`src/sflash_pkg.sv`:
```
// constants, register map and state type shared by the serial flash sequencer
package sflash_pkg;
	// ----------------------------------------------------------------
	// register byte addresses
	// ----------------------------------------------------------------
	localparam logic [31:0] ADDR_XFER_CTRL = 32'h40012004; // counts and launch bit
	localparam logic [31:0] ADDR_READ_CTRL = 32'h40012008; // read byte count
	localparam logic [31:0] ADDR_CMD_LO = 32'h4001200c; // command bytes one to four
	localparam logic [31:0] ADDR_CMD_HI = 32'h40012010; // command bytes five to eight
	localparam logic [31:0] ADDR_DIR = 32'h40012014; // per byte direction mask
	localparam logic [31:0] ADDR_STAT = 32'h40012018; // sticky transaction status
	localparam logic [31:0] ADDR_BUF = 32'h4001201c; // buffer start address
	localparam logic [31:0] ADDR_IRQ_EN = 32'h40012030; // interrupt enable
	localparam logic [31:0] ADDR_IRQ_CLR = 32'h40012034; // write one to clear status
	// ----------------------------------------------------------------
	// fields and reset values
	// ----------------------------------------------------------------
	localparam logic [7:0] DIR_RESET = 8'h0f; // bytes one to four sent
	localparam logic [2:0] CMD_COUNT_RESET = 3'h4; // default command length
	localparam int START_BIT = 7; // launch bit in control word
	localparam int CCNT_W = 3; // command count width
	localparam int WCNT_LSB = 8; // write count lsb in control word
	localparam int CNT_W = 24; // data count width
	localparam int FLAG_W = 2; // status flags
	localparam int DONE_BIT = 0; // transaction complete flag
	localparam int BERR_BIT = 1; // bus error flag
	localparam logic [7:0] RX_FILL = 8'h00; // sent while a byte is received
	localparam logic [2:0] BIT_LAST = 3'h7; // bits per byte minus one
	// ----------------------------------------------------------------
	// sequencer states
	// ----------------------------------------------------------------
	typedef enum logic [3:0] {
		ST_IDLE, ST_CS_SETUP, ST_CMD, ST_FETCH, ST_WDATA, ST_RDATA, ST_STORE, ST_CS_HOLD, ST_FINISH
	} seq_state_t;
endpackage

```
`src/spi_byte_shift.sv`:
```
// one byte serial shifter, clock mode zero, msb first, two mclk cycles per bit
module spi_byte_shift (
	input wire logic mclk,
	input wire logic resetn,
	input wire logic start,
	input wire logic [7:0] tx_byte,
	input wire logic miso_s,
	output logic sclk,
	output logic mosi,
	output logic done,
	output logic [7:0] rx_byte
);
	// ----------------------------------------------------------------
	// state
	// ----------------------------------------------------------------
	logic busy_q; // byte in flight
	logic [2:0] cnt_q; // bits left minus one
	logic [7:0] sh_q; // outgoing shift register
	logic sclk_q; // serial clock level
	logic done_q; // one cycle end of byte
	logic [7:0] rx_q; // incoming shift register
	logic last_q; // eighth falling edge passed
	logic [1:0] smp_q; // sample strobe, delayed by the input synchroniser depth
	logic rise; // this cycle raises the serial clock

	// the input pin reaches us two cycles late, so each bit is taken two cycles after its rising edge
	assign rise = busy_q && !start && !sclk_q;

	// shift engine: low phase presents data, rising phase samples
	always_ff @(posedge mclk or negedge resetn) begin
		if (!resetn) begin
			busy_q <= 1'b0;
			cnt_q <= 3'h0;
			sh_q <= 8'h00;
			sclk_q <= 1'b0;
			done_q <= 1'b0;
			rx_q <= 8'h00;
			last_q <= 1'b0;
			smp_q <= 2'h0;
		end else begin
			// done rises on the same edge as the last delayed sample, so the received byte is whole
			done_q <= last_q;
			last_q <= 1'b0;
			smp_q <= {smp_q[0], rise};
			if (smp_q[1])
				rx_q <= {rx_q[6:0], miso_s};
			if (start) begin
				// load a fresh byte
				busy_q <= 1'b1;
				sh_q <= tx_byte;
				cnt_q <= sflash_pkg::BIT_LAST;
				sclk_q <= 1'b0;
			end else if (busy_q) begin
				if (!sclk_q) begin
					// rising edge, its bit is taken two cycles later
					sclk_q <= 1'b1;
				end else begin
					// falling edge, next bit or finish
					sclk_q <= 1'b0;
					if (cnt_q == 3'h0) begin
						busy_q <= 1'b0;
						last_q <= 1'b1;
					end else begin
						cnt_q <= cnt_q - 3'h1;
						sh_q <= {sh_q[6:0], 1'b0};
					end
				end
			end
		end
	end

	assign sclk = sclk_q;
	assign mosi = sh_q[7];
	assign done = done_q;
	assign rx_byte = rx_q;
endmodule

```
`src/serial_flash_controller.sv`:
```
// serial flash command sequencer with buffer transfer master and register port
//
// Implementation choice: the plain strobed port.
module serial_flash_controller (
	input wire logic mclk,
	input wire logic resetn,
	input wire logic [31:0] reg_addr,
	input wire logic [31:0] reg_wdata,
	input wire logic reg_wr,
	input wire logic reg_rd,
	output logic [31:0] reg_rdata,
	output logic irq,
	output logic flash_sclk,
	output logic flash_ss_n,
	output logic flash_mosi,
	input wire logic flash_miso,
	output logic [31:0] mem_addr,
	output logic [7:0] mem_wdata,
	output logic mem_we,
	output logic mem_req,
	input wire logic [7:0] mem_rdata,
	input wire logic mem_ready,
	input wire logic mem_err
);
	// ----------------------------------------------------------------
	// declarations
	// ----------------------------------------------------------------
	sflash_pkg::seq_state_t state_q, state_d; // sequencer state
	logic start_q; // launch bit
	logic [sflash_pkg::CCNT_W-1:0] ccnt_q; // command byte count
	logic [sflash_pkg::CNT_W-1:0] wcnt_q; // bytes left to program
	logic [sflash_pkg::CNT_W-1:0] rcnt_q; // bytes left to read
	logic [63:0] cmd_q; // both command words
	logic [7:0] dir_q; // direction mask, one is send
	logic [31:0] buf_q; // buffer start address
	logic [sflash_pkg::FLAG_W-1:0] flags_q; // sticky status
	logic [sflash_pkg::FLAG_W-1:0] irq_en_q; // interrupt enable
	logic [sflash_pkg::FLAG_W-1:0] set_ev; // status events this cycle
	logic [sflash_pkg::FLAG_W-1:0] clr_ev; // status clears this cycle
	logic [31:0] rdata_q, rdata_d; // read data path
	logic [2:0] idx_q; // current command byte
	logic [31:0] off_q; // buffer offset
	logic [7:0] fetch_q; // byte fetched for programming
	logic [7:0] sh_tx; // byte offered to the shifter
	logic [7:0] sh_rx; // byte received by the shifter
	logic sh_start_q; // shifter load pulse
	logic sh_done; // shifter finished a byte
	logic sh_sclk, sh_mosi; // shifter pin drive
	logic ss_n_q; // chip select
	logic mem_req_q, mem_we_q; // memory request
	logic [31:0] mem_addr_q; // memory address
	logic [7:0] mem_wdata_q; // memory write byte
	logic miso_m, miso_s; // input synchroniser
	logic idle, finish, w_taken, r_stored, bus_err; // sequencer events
	sflash_pkg::seq_state_t data_nxt; // next step after command bytes

	assign idle = (state_q == sflash_pkg::ST_IDLE);
	assign finish = (state_q == sflash_pkg::ST_FINISH);
	assign w_taken = (state_q == sflash_pkg::ST_FETCH) && mem_ready;
	assign r_stored = (state_q == sflash_pkg::ST_STORE) && mem_ready;
	assign bus_err = mem_req_q && mem_ready && mem_err;

	// ----------------------------------------------------------------
	// control and count register
	// ----------------------------------------------------------------
	// launch and counts, written while idle, worked down, cleared at the end
	always_ff @(posedge mclk or negedge resetn) begin
		if (!resetn) begin
			start_q <= 1'b0;
			ccnt_q <= sflash_pkg::CMD_COUNT_RESET;
			wcnt_q <= '0;
			rcnt_q <= '0;
		end else if (finish) begin
			start_q <= 1'b0;
			ccnt_q <= '0;
			wcnt_q <= '0;
			rcnt_q <= '0;
		end else if (idle && reg_wr && reg_addr == sflash_pkg::ADDR_XFER_CTRL) begin
			start_q <= reg_wdata[sflash_pkg::START_BIT];
			ccnt_q <= reg_wdata[sflash_pkg::CCNT_W-1:0];
			wcnt_q <= reg_wdata[sflash_pkg::WCNT_LSB +: sflash_pkg::CNT_W];
		end else if (idle && reg_wr && reg_addr == sflash_pkg::ADDR_READ_CTRL) begin
			rcnt_q <= reg_wdata[sflash_pkg::CNT_W-1:0];
		end else begin
			// one byte moved, one less to go
			if (w_taken)
				wcnt_q <= wcnt_q - 24'h000001;
			if (r_stored)
				rcnt_q <= rcnt_q - 24'h000001;
		end
	end

	// ----------------------------------------------------------------
	// command, direction and address registers
	// ----------------------------------------------------------------
	// received command bytes take priority over a software write
	always_ff @(posedge mclk or negedge resetn) begin
		if (!resetn) begin
			cmd_q <= '0;
		end else if (state_q == sflash_pkg::ST_CMD && sh_done && !dir_q[idx_q]) begin
			cmd_q[{idx_q, 3'h0} +: 8] <= sh_rx;
		end else if (reg_wr && reg_addr == sflash_pkg::ADDR_CMD_LO) begin
			cmd_q[31:0] <= reg_wdata;
		end else if (reg_wr && reg_addr == sflash_pkg::ADDR_CMD_HI) begin
			cmd_q[63:32] <= reg_wdata;
		end
	end

	// direction mask, buffer address and interrupt enable
	always_ff @(posedge mclk or negedge resetn) begin
		if (!resetn) begin
			dir_q <= sflash_pkg::DIR_RESET;
			buf_q <= '0;
			irq_en_q <= '0;
		end else if (reg_wr) begin
			if (reg_addr == sflash_pkg::ADDR_DIR)
				dir_q <= reg_wdata[7:0];
			if (reg_addr == sflash_pkg::ADDR_BUF)
				buf_q <= reg_wdata;
			if (reg_addr == sflash_pkg::ADDR_IRQ_EN)
				irq_en_q <= reg_wdata[sflash_pkg::FLAG_W-1:0];
		end
	end

	// ----------------------------------------------------------------
	// status flags and interrupt
	// ----------------------------------------------------------------
	always_comb begin
		set_ev = '0;
		set_ev[sflash_pkg::DONE_BIT] = finish;
		set_ev[sflash_pkg::BERR_BIT] = bus_err;
		clr_ev = '0;
		if (reg_rd && reg_addr == sflash_pkg::ADDR_STAT)
			clr_ev = '1;
		else if (reg_wr && reg_addr == sflash_pkg::ADDR_STAT)
			clr_ev = ~reg_wdata[sflash_pkg::FLAG_W-1:0];
		else if (reg_wr && reg_addr == sflash_pkg::ADDR_IRQ_CLR)
			clr_ev = reg_wdata[sflash_pkg::FLAG_W-1:0];
	end

	// a new event wins over a clear in the same cycle
	always_ff @(posedge mclk or negedge resetn) begin
		if (!resetn)
			flags_q <= '0;
		else
			flags_q <= (flags_q & ~clr_ev) | set_ev;
	end

	assign irq = |(flags_q & irq_en_q);

	// ----------------------------------------------------------------
	// register read port
	// ----------------------------------------------------------------
	always_comb begin
		rdata_d = '0;
		unique case (reg_addr)
			sflash_pkg::ADDR_XFER_CTRL: rdata_d = {wcnt_q, start_q, 4'h0, ccnt_q};
			sflash_pkg::ADDR_READ_CTRL: rdata_d = {8'h00, rcnt_q};
			sflash_pkg::ADDR_CMD_LO: rdata_d = cmd_q[31:0];
			sflash_pkg::ADDR_CMD_HI: rdata_d = cmd_q[63:32];
			sflash_pkg::ADDR_DIR: rdata_d = {24'h000000, dir_q};
			sflash_pkg::ADDR_STAT: rdata_d = {30'h00000000, flags_q};
			sflash_pkg::ADDR_BUF: rdata_d = buf_q;
			sflash_pkg::ADDR_IRQ_EN: rdata_d = {30'h00000000, irq_en_q};
			default: rdata_d = '0; // unmapped and write only read zero
		endcase
	end

	// read data only in the cycle after the strobe
	always_ff @(posedge mclk or negedge resetn) begin
		if (!resetn)
			rdata_q <= '0;
		else
			rdata_q <= reg_rd ? rdata_d : 32'h00000000;
	end

	assign reg_rdata = rdata_q;

	// ----------------------------------------------------------------
	// sequencer
	// ----------------------------------------------------------------
	// after the command bytes: program first, then read, then release
	always_comb begin
		if (wcnt_q != '0)
			data_nxt = sflash_pkg::ST_FETCH;
		else if (rcnt_q != '0)
			data_nxt = sflash_pkg::ST_RDATA;
		else
			data_nxt = sflash_pkg::ST_CS_HOLD;
	end

	// next state, command phase first then data phase
	always_comb begin
		state_d = state_q;
		unique case (state_q)
			sflash_pkg::ST_IDLE:
				if (start_q)
					state_d = sflash_pkg::ST_CS_SETUP;
			sflash_pkg::ST_CS_SETUP:
				state_d = (ccnt_q != '0) ? sflash_pkg::ST_CMD : data_nxt;
			sflash_pkg::ST_CMD:
				if (sh_done && (idx_q + 3'h1) == ccnt_q)
					state_d = data_nxt;
			sflash_pkg::ST_FETCH:
				if (mem_ready)
					state_d = sflash_pkg::ST_WDATA;
			sflash_pkg::ST_WDATA:
				if (sh_done)
					state_d = data_nxt;
			sflash_pkg::ST_RDATA:
				if (sh_done)
					state_d = sflash_pkg::ST_STORE;
			sflash_pkg::ST_STORE:
				if (mem_ready)
					state_d = (rcnt_q > 24'h000001) ? sflash_pkg::ST_RDATA : sflash_pkg::ST_CS_HOLD;
			sflash_pkg::ST_CS_HOLD:
				state_d = sflash_pkg::ST_FINISH;
			sflash_pkg::ST_FINISH:
				state_d = sflash_pkg::ST_IDLE;
		endcase
	end

	// state, byte index and buffer offset
	always_ff @(posedge mclk or negedge resetn) begin
		if (!resetn) begin
			state_q <= sflash_pkg::ST_IDLE;
			idx_q <= 3'h0;
			off_q <= '0;
		end else begin
			state_q <= state_d;
			if (idle) begin
				idx_q <= 3'h0;
				off_q <= '0;
			end else begin
				if (state_q == sflash_pkg::ST_CMD && sh_done)
					idx_q <= idx_q + 3'h1;
				if (w_taken || r_stored)
					off_q <= off_q + 32'h00000001;
			end
		end
	end

	// shifter load on entry to a shift state or on a repeated command byte
	always_ff @(posedge mclk or negedge resetn) begin
		if (!resetn)
			sh_start_q <= 1'b0;
		else
			sh_start_q <= (state_d == sflash_pkg::ST_CMD || state_d == sflash_pkg::ST_WDATA ||
				state_d == sflash_pkg::ST_RDATA) && (state_d != state_q || sh_done);
	end

	// chip select low from setup through the last data byte
	always_ff @(posedge mclk or negedge resetn) begin
		if (!resetn)
			ss_n_q <= 1'b1;
		else
			ss_n_q <= (state_d == sflash_pkg::ST_IDLE || state_d == sflash_pkg::ST_CS_HOLD ||
				state_d == sflash_pkg::ST_FINISH);
	end

	// ----------------------------------------------------------------
	// buffer transfer master
	// ----------------------------------------------------------------
	// request held until ready; address latched on entry
	always_ff @(posedge mclk or negedge resetn) begin
		if (!resetn) begin
			mem_req_q <= 1'b0;
			mem_we_q <= 1'b0;
			mem_addr_q <= '0;
			mem_wdata_q <= '0;
			fetch_q <= '0;
		end else begin
			mem_req_q <= (state_d == sflash_pkg::ST_FETCH || state_d == sflash_pkg::ST_STORE);
			mem_we_q <= (state_d == sflash_pkg::ST_STORE);
			if (state_d != state_q)
				mem_addr_q <= buf_q + off_q;
			if (w_taken)
				fetch_q <= mem_rdata;
			if (state_q == sflash_pkg::ST_RDATA && sh_done)
				mem_wdata_q <= sh_rx;
		end
	end

	assign mem_req = mem_req_q;
	assign mem_we = mem_we_q;
	assign mem_addr = mem_addr_q;
	assign mem_wdata = mem_wdata_q;

	// ----------------------------------------------------------------
	// serial side
	// ----------------------------------------------------------------
	// outgoing byte: masked command byte, fetched data or fill
	always_comb begin
		sh_tx = sflash_pkg::RX_FILL;
		if (state_q == sflash_pkg::ST_CMD && dir_q[idx_q])
			sh_tx = cmd_q[{idx_q, 3'h0} +: 8];
		else if (state_q == sflash_pkg::ST_WDATA)
			sh_tx = fetch_q;
	end

	// two flop synchroniser on the data input pin
	always_ff @(posedge mclk or negedge resetn) begin
		if (!resetn) begin
			miso_m <= 1'b0;
			miso_s <= 1'b0;
		end else begin
			miso_m <= flash_miso;
			miso_s <= miso_m;
		end
	end

	spi_byte_shift u_shift (
		.mclk(mclk),
		.resetn(resetn),
		.start(sh_start_q),
		.tx_byte(sh_tx),
		.miso_s(miso_s),
		.sclk(sh_sclk),
		.mosi(sh_mosi),
		.done(sh_done),
		.rx_byte(sh_rx)
	);

	assign flash_sclk = sh_sclk;
	assign flash_mosi = sh_mosi;
	assign flash_ss_n = ss_n_q;
endmodule

```
`config.mk`:
```
export PLATFORM = sky130hd
export DESIGN_NAME = serial_flash_controller
export DESIGN_NICKNAME = d
export VERILOG_FILES = /design/src/sflash_pkg.sv /design/src/spi_byte_shift.sv /design/src/serial_flash_controller.sv
export SDC_FILE = /design/constraint.sdc
export NUM_CORES = 1
export LEC_CHECK = 0
export BUFFER_PORTS_ARGS = -buffer_cell sky130_fd_sc_hd__buf_2
export CORE_MARGIN = 2
export CORE_UTILIZATION = 55
export DETAILED_ROUTE_END_ITERATION = 16
export GPL_TIMING_DRIVEN = 0
export PLACE_DENSITY = 0.77
export SYNTH_ARGS = -nofsm -noshare
export SYNTH_HDL_FRONTEND = slang
export SYNTH_SLANG_ARGS = --single-unit
```
`constraint.sdc`:
```
create_clock -name mclk -period 6.25 [get_ports mclk]
set_input_delay 0.3125 -clock mclk [delete_from_list [all_inputs] [get_ports mclk]]
set_output_delay 0.3125 -clock mclk [all_outputs]
set_load 0.05 [all_outputs]
```
==> out/results.txt <==
CTS root buf: clkbuf_16
Total track usage: 36.3%
Share of cells above drive strength 1: 18.1%
Min-delay src: reg_wdata[28]
Mapped Avg Cell Area: 9.92 µm²
Final hold violations: 0
Final non-filler cell total: 2371
Reg clk slew, reported paths: 0.06 ns
Vias in the first global route: 15.6k
Area leader, netlist: dfrtp_1
Synth top cells by count: dfrtp_1 (304), nand2_1 (190), o21ai_0 (113), nor2_1 (104), a21oi_1 (95)
Total Die Area: 32900 µm²
DP Wirelength: 44.9 mm
Worst-Skew Late Latency: 0.53 ns
Worst slew pin tran: 1.30 ns
Top FF cell, synth: dfrtp_1
Initial DRC count: 1851
Most frequent cell after synthesis: dfrtp_1
Die width: 181 µm
DRC viols: 0
First-pass GRT wire length: 91.4 mm
Final Net Count: 2073
Worst reg2reg path startpoint: idx_q[1]
Placed cells: 2298
Number of synthesized flops with an enable pin: 0
CTS Buf Count: 37
Setup crit end kind: flop
Initial Util: 56.2%
Asr flop ratio synth: 100%
Vias per inst: 6.64
Endpoints failing setup: 0
Kind of critical path: reg -> reg
Post-layout min period: 5.23 ns
Max H-tree Level: 2
Reg2Reg Depth: 14
RSZ-0062 raised after global routing: no
Final GP Congestion: 1.03
Hold endpoint: cmd_q[28]
Worst EP required: 6.64 ns
Global route overflow: 0
Max Freq: 0.191 GHz
Reg2reg setup slack: 1.02 ns
Post-CTS sizing: 0
Slew HR: 12.2%
YS warnings: 0
Cells after Synth: 1745
#FFs+latches synth: 310
Synth top area share: 43.9%
Drt pass-1 iters: 9
MaxCap Viol Count: 0
Antenna Cells: 0
Final instance area: 19900 µm²
Worst-path fanout max: 10
Mapped cell area: 17300 µm²
Status: complete, no violations
Worst Path Arrival: 5.62 ns
Die Y: 181 µm
I/O pin cnt: 157
Area contributors post-synth: dfrtp_1 (44%), mux2_2 (5.1%), nand2_1 (4.1%)
P_leak: 0.00928 µW
Core area: 30800 µm²
Floorplan row count: 64
PwrDens: 351 nW/µm²
Netlist cell types: 85
Post-synthesis net count: 1867
Critical Path Source Type: flop
Clock sinks: 310
R2R Path End: mem_addr[27]
Fill count: 2503
Register area share after synthesis: 44.9%
Synth-to-Final Area Change: 15.2%
Initial antenna violation count: 1
Worst Hold Depth: 3
Final period utilization: 83.7%
Peak VDD IR: 0.324 mV
CTS tree: built
Pins over their slew limit: 0
Largest net degree at the start of global routing: 121
Final wirelength: 59.4 mm
Port bufs: 155
Clock buffer depth: 3
Via count: 15.7k
Fin Hold WS: 0.0774 ns
Post-CTS Setup Bufs: 0
Placement Cell Area: 18600 µm²
Number of routed nets with antenna violations: 0
Max Clock Skew: 0.0236 ns
Worst min path class: in -> reg
Mean routed wirelength per cell: 25.0 µm
cell usage in the layout (no fill, tap or decap), types with 11 or more instances in the layout:
master     instances
nor2_1           104
xor2_1            36
nand2b_1          12
o22ai_1           29
a2bb2oi_1         47
a222oi_1          20
o21ai_0          113
nand4_1           28
o21a_1            13
clkbuf_1          93
a211oi_1          12
mux2_2            78
clkbuf_16         37
mux2i_1           18
nor4_1            23
o31ai_1           15
a21oi_1           95
inv_1             28
nor3_1            37
a22oi_1           72
buf_1             11
a21o_1            19
dfrtp_1          304
nand2_1          190
o211ai_1          11
buf_2            157
mux4_2            18
nand3_1           46
and3_1            15
nor2b_1           18
xnor2_1           33
ha_1              42
or3_1             19
worst max-delay path: stages, from the launching register on:
cell	delay, ns
dfrtp_1	0.41
clkbuf_1	0.55
clkbuf_1	0.60
inv_1	0.21
ha_1	0.32
clkbuf_1	0.37
xor2_1	0.12
nor3_1	0.56
a22oi_1	0.23
o21ai_0	0.56
o21ba_2	0.24
buf_4	0.19
nand3_4	0.13
buf_4	0.26
mux2_1	0.32
flip-flops by register name, indices dropped and copies added, names as in the netlist, 2 cells and up:
signal / cells
buf_q: 32
ccnt_q: 3
cmd_q: 64
dir_q: 8
fetch_q: 8
flags_q: 2
idx_q: 3
irq_en_q: 2
mem_addr: 32
mem_wdata: 8
off_q: 32
rcnt_q: 24
reg_rdata: 32
state_q: 4
u_shift.cnt_q: 3
u_shift.rx_byte: 8
u_shift.sh_q: 8
u_shift.smp_q: 2
wcnt_q: 24
layer usage:
layer,part of all wire [%],global-route usage [%],vias to the layer above
met5,0.022,0,-
li1,-,-,6951
met3,9.1,6.64,212
met4,6.5,19.9,2
met1,39,47.2,7716
met2,45,58.0,857
worst max path at each step:
stage,from,end,slack [ns],cells past startpoint
after CTS,idx_q[1],mem_addr[27],1.24,14
after floorplan,idx_q[1],mem_addr[27],2.64,14
final,idx_q[1],mem_addr[27],1.02,14
after global placement,resetn,u_shift.rx_byte[7],-0.94,1
after detailed placement,idx_q[1],mem_addr[27],1.30,14
after global routing,idx_q[1],mem_addr[27],0.85,14
metrics by stage:
stage / util [%] / power (µW) / setup TNS [ns] / setup WS [ns]
detailed placement: 60.5 / 4840 / 0 / 1.30
global placement: 60.3 / 4780 / -275.01 / -0.944
finish: 64.7 / 7010 / 0 / 1.02
CTS: 64.7 / 6980 / 0 / 1.24
global route: 64.7 / 7320 / 0 / 0.847
floorplan: - / 4100 / 0 / 2.64
power by group:
part	leakage (µW)	internal (µW)	switching, µW
registers	0.00419	2300	355
logic	0.00450	809	1400
clock network	0.000583	1290	847
total	0.00928	4400	2610
cell families (layout without fill, tap and decap cells):
family,after synthesis,after routing,share of synthesized area [%]
and+or+nand+nor,556,556,16.0
AOI/OAI and AO/OA,514,514,20.5
DFF,310,310,44.9
buffers and inverters,136,366,3.27
muxes,116,116,8.59
xor gates and xnor gates,70,70,3.63
adders and majority gates,43,43,3.15
cell type report:
type | count | area (µm²) | share of cell area (%)
buffer | 108 | 462 | 2.32
clock buffer | 56 | 1100 | 5.50
timing repair buffer | 167 | 941 | 4.72
sequential | 310 | 7760 | 38.9
tap | 396 | 495 | 2.49
inverter | 28 | 105 | 0.527
clock inverter | 7 | 91.3 | 0.458
multi-input combinational | 1299 | 8980 | 45.0
what timing repair did:
action	CTS	global route
hold buffers	10	0
setup endpoints to repair	0	0
endpoints found under the hold margin	87	0
Note: power is estimated with default switching activity, not from simulation.
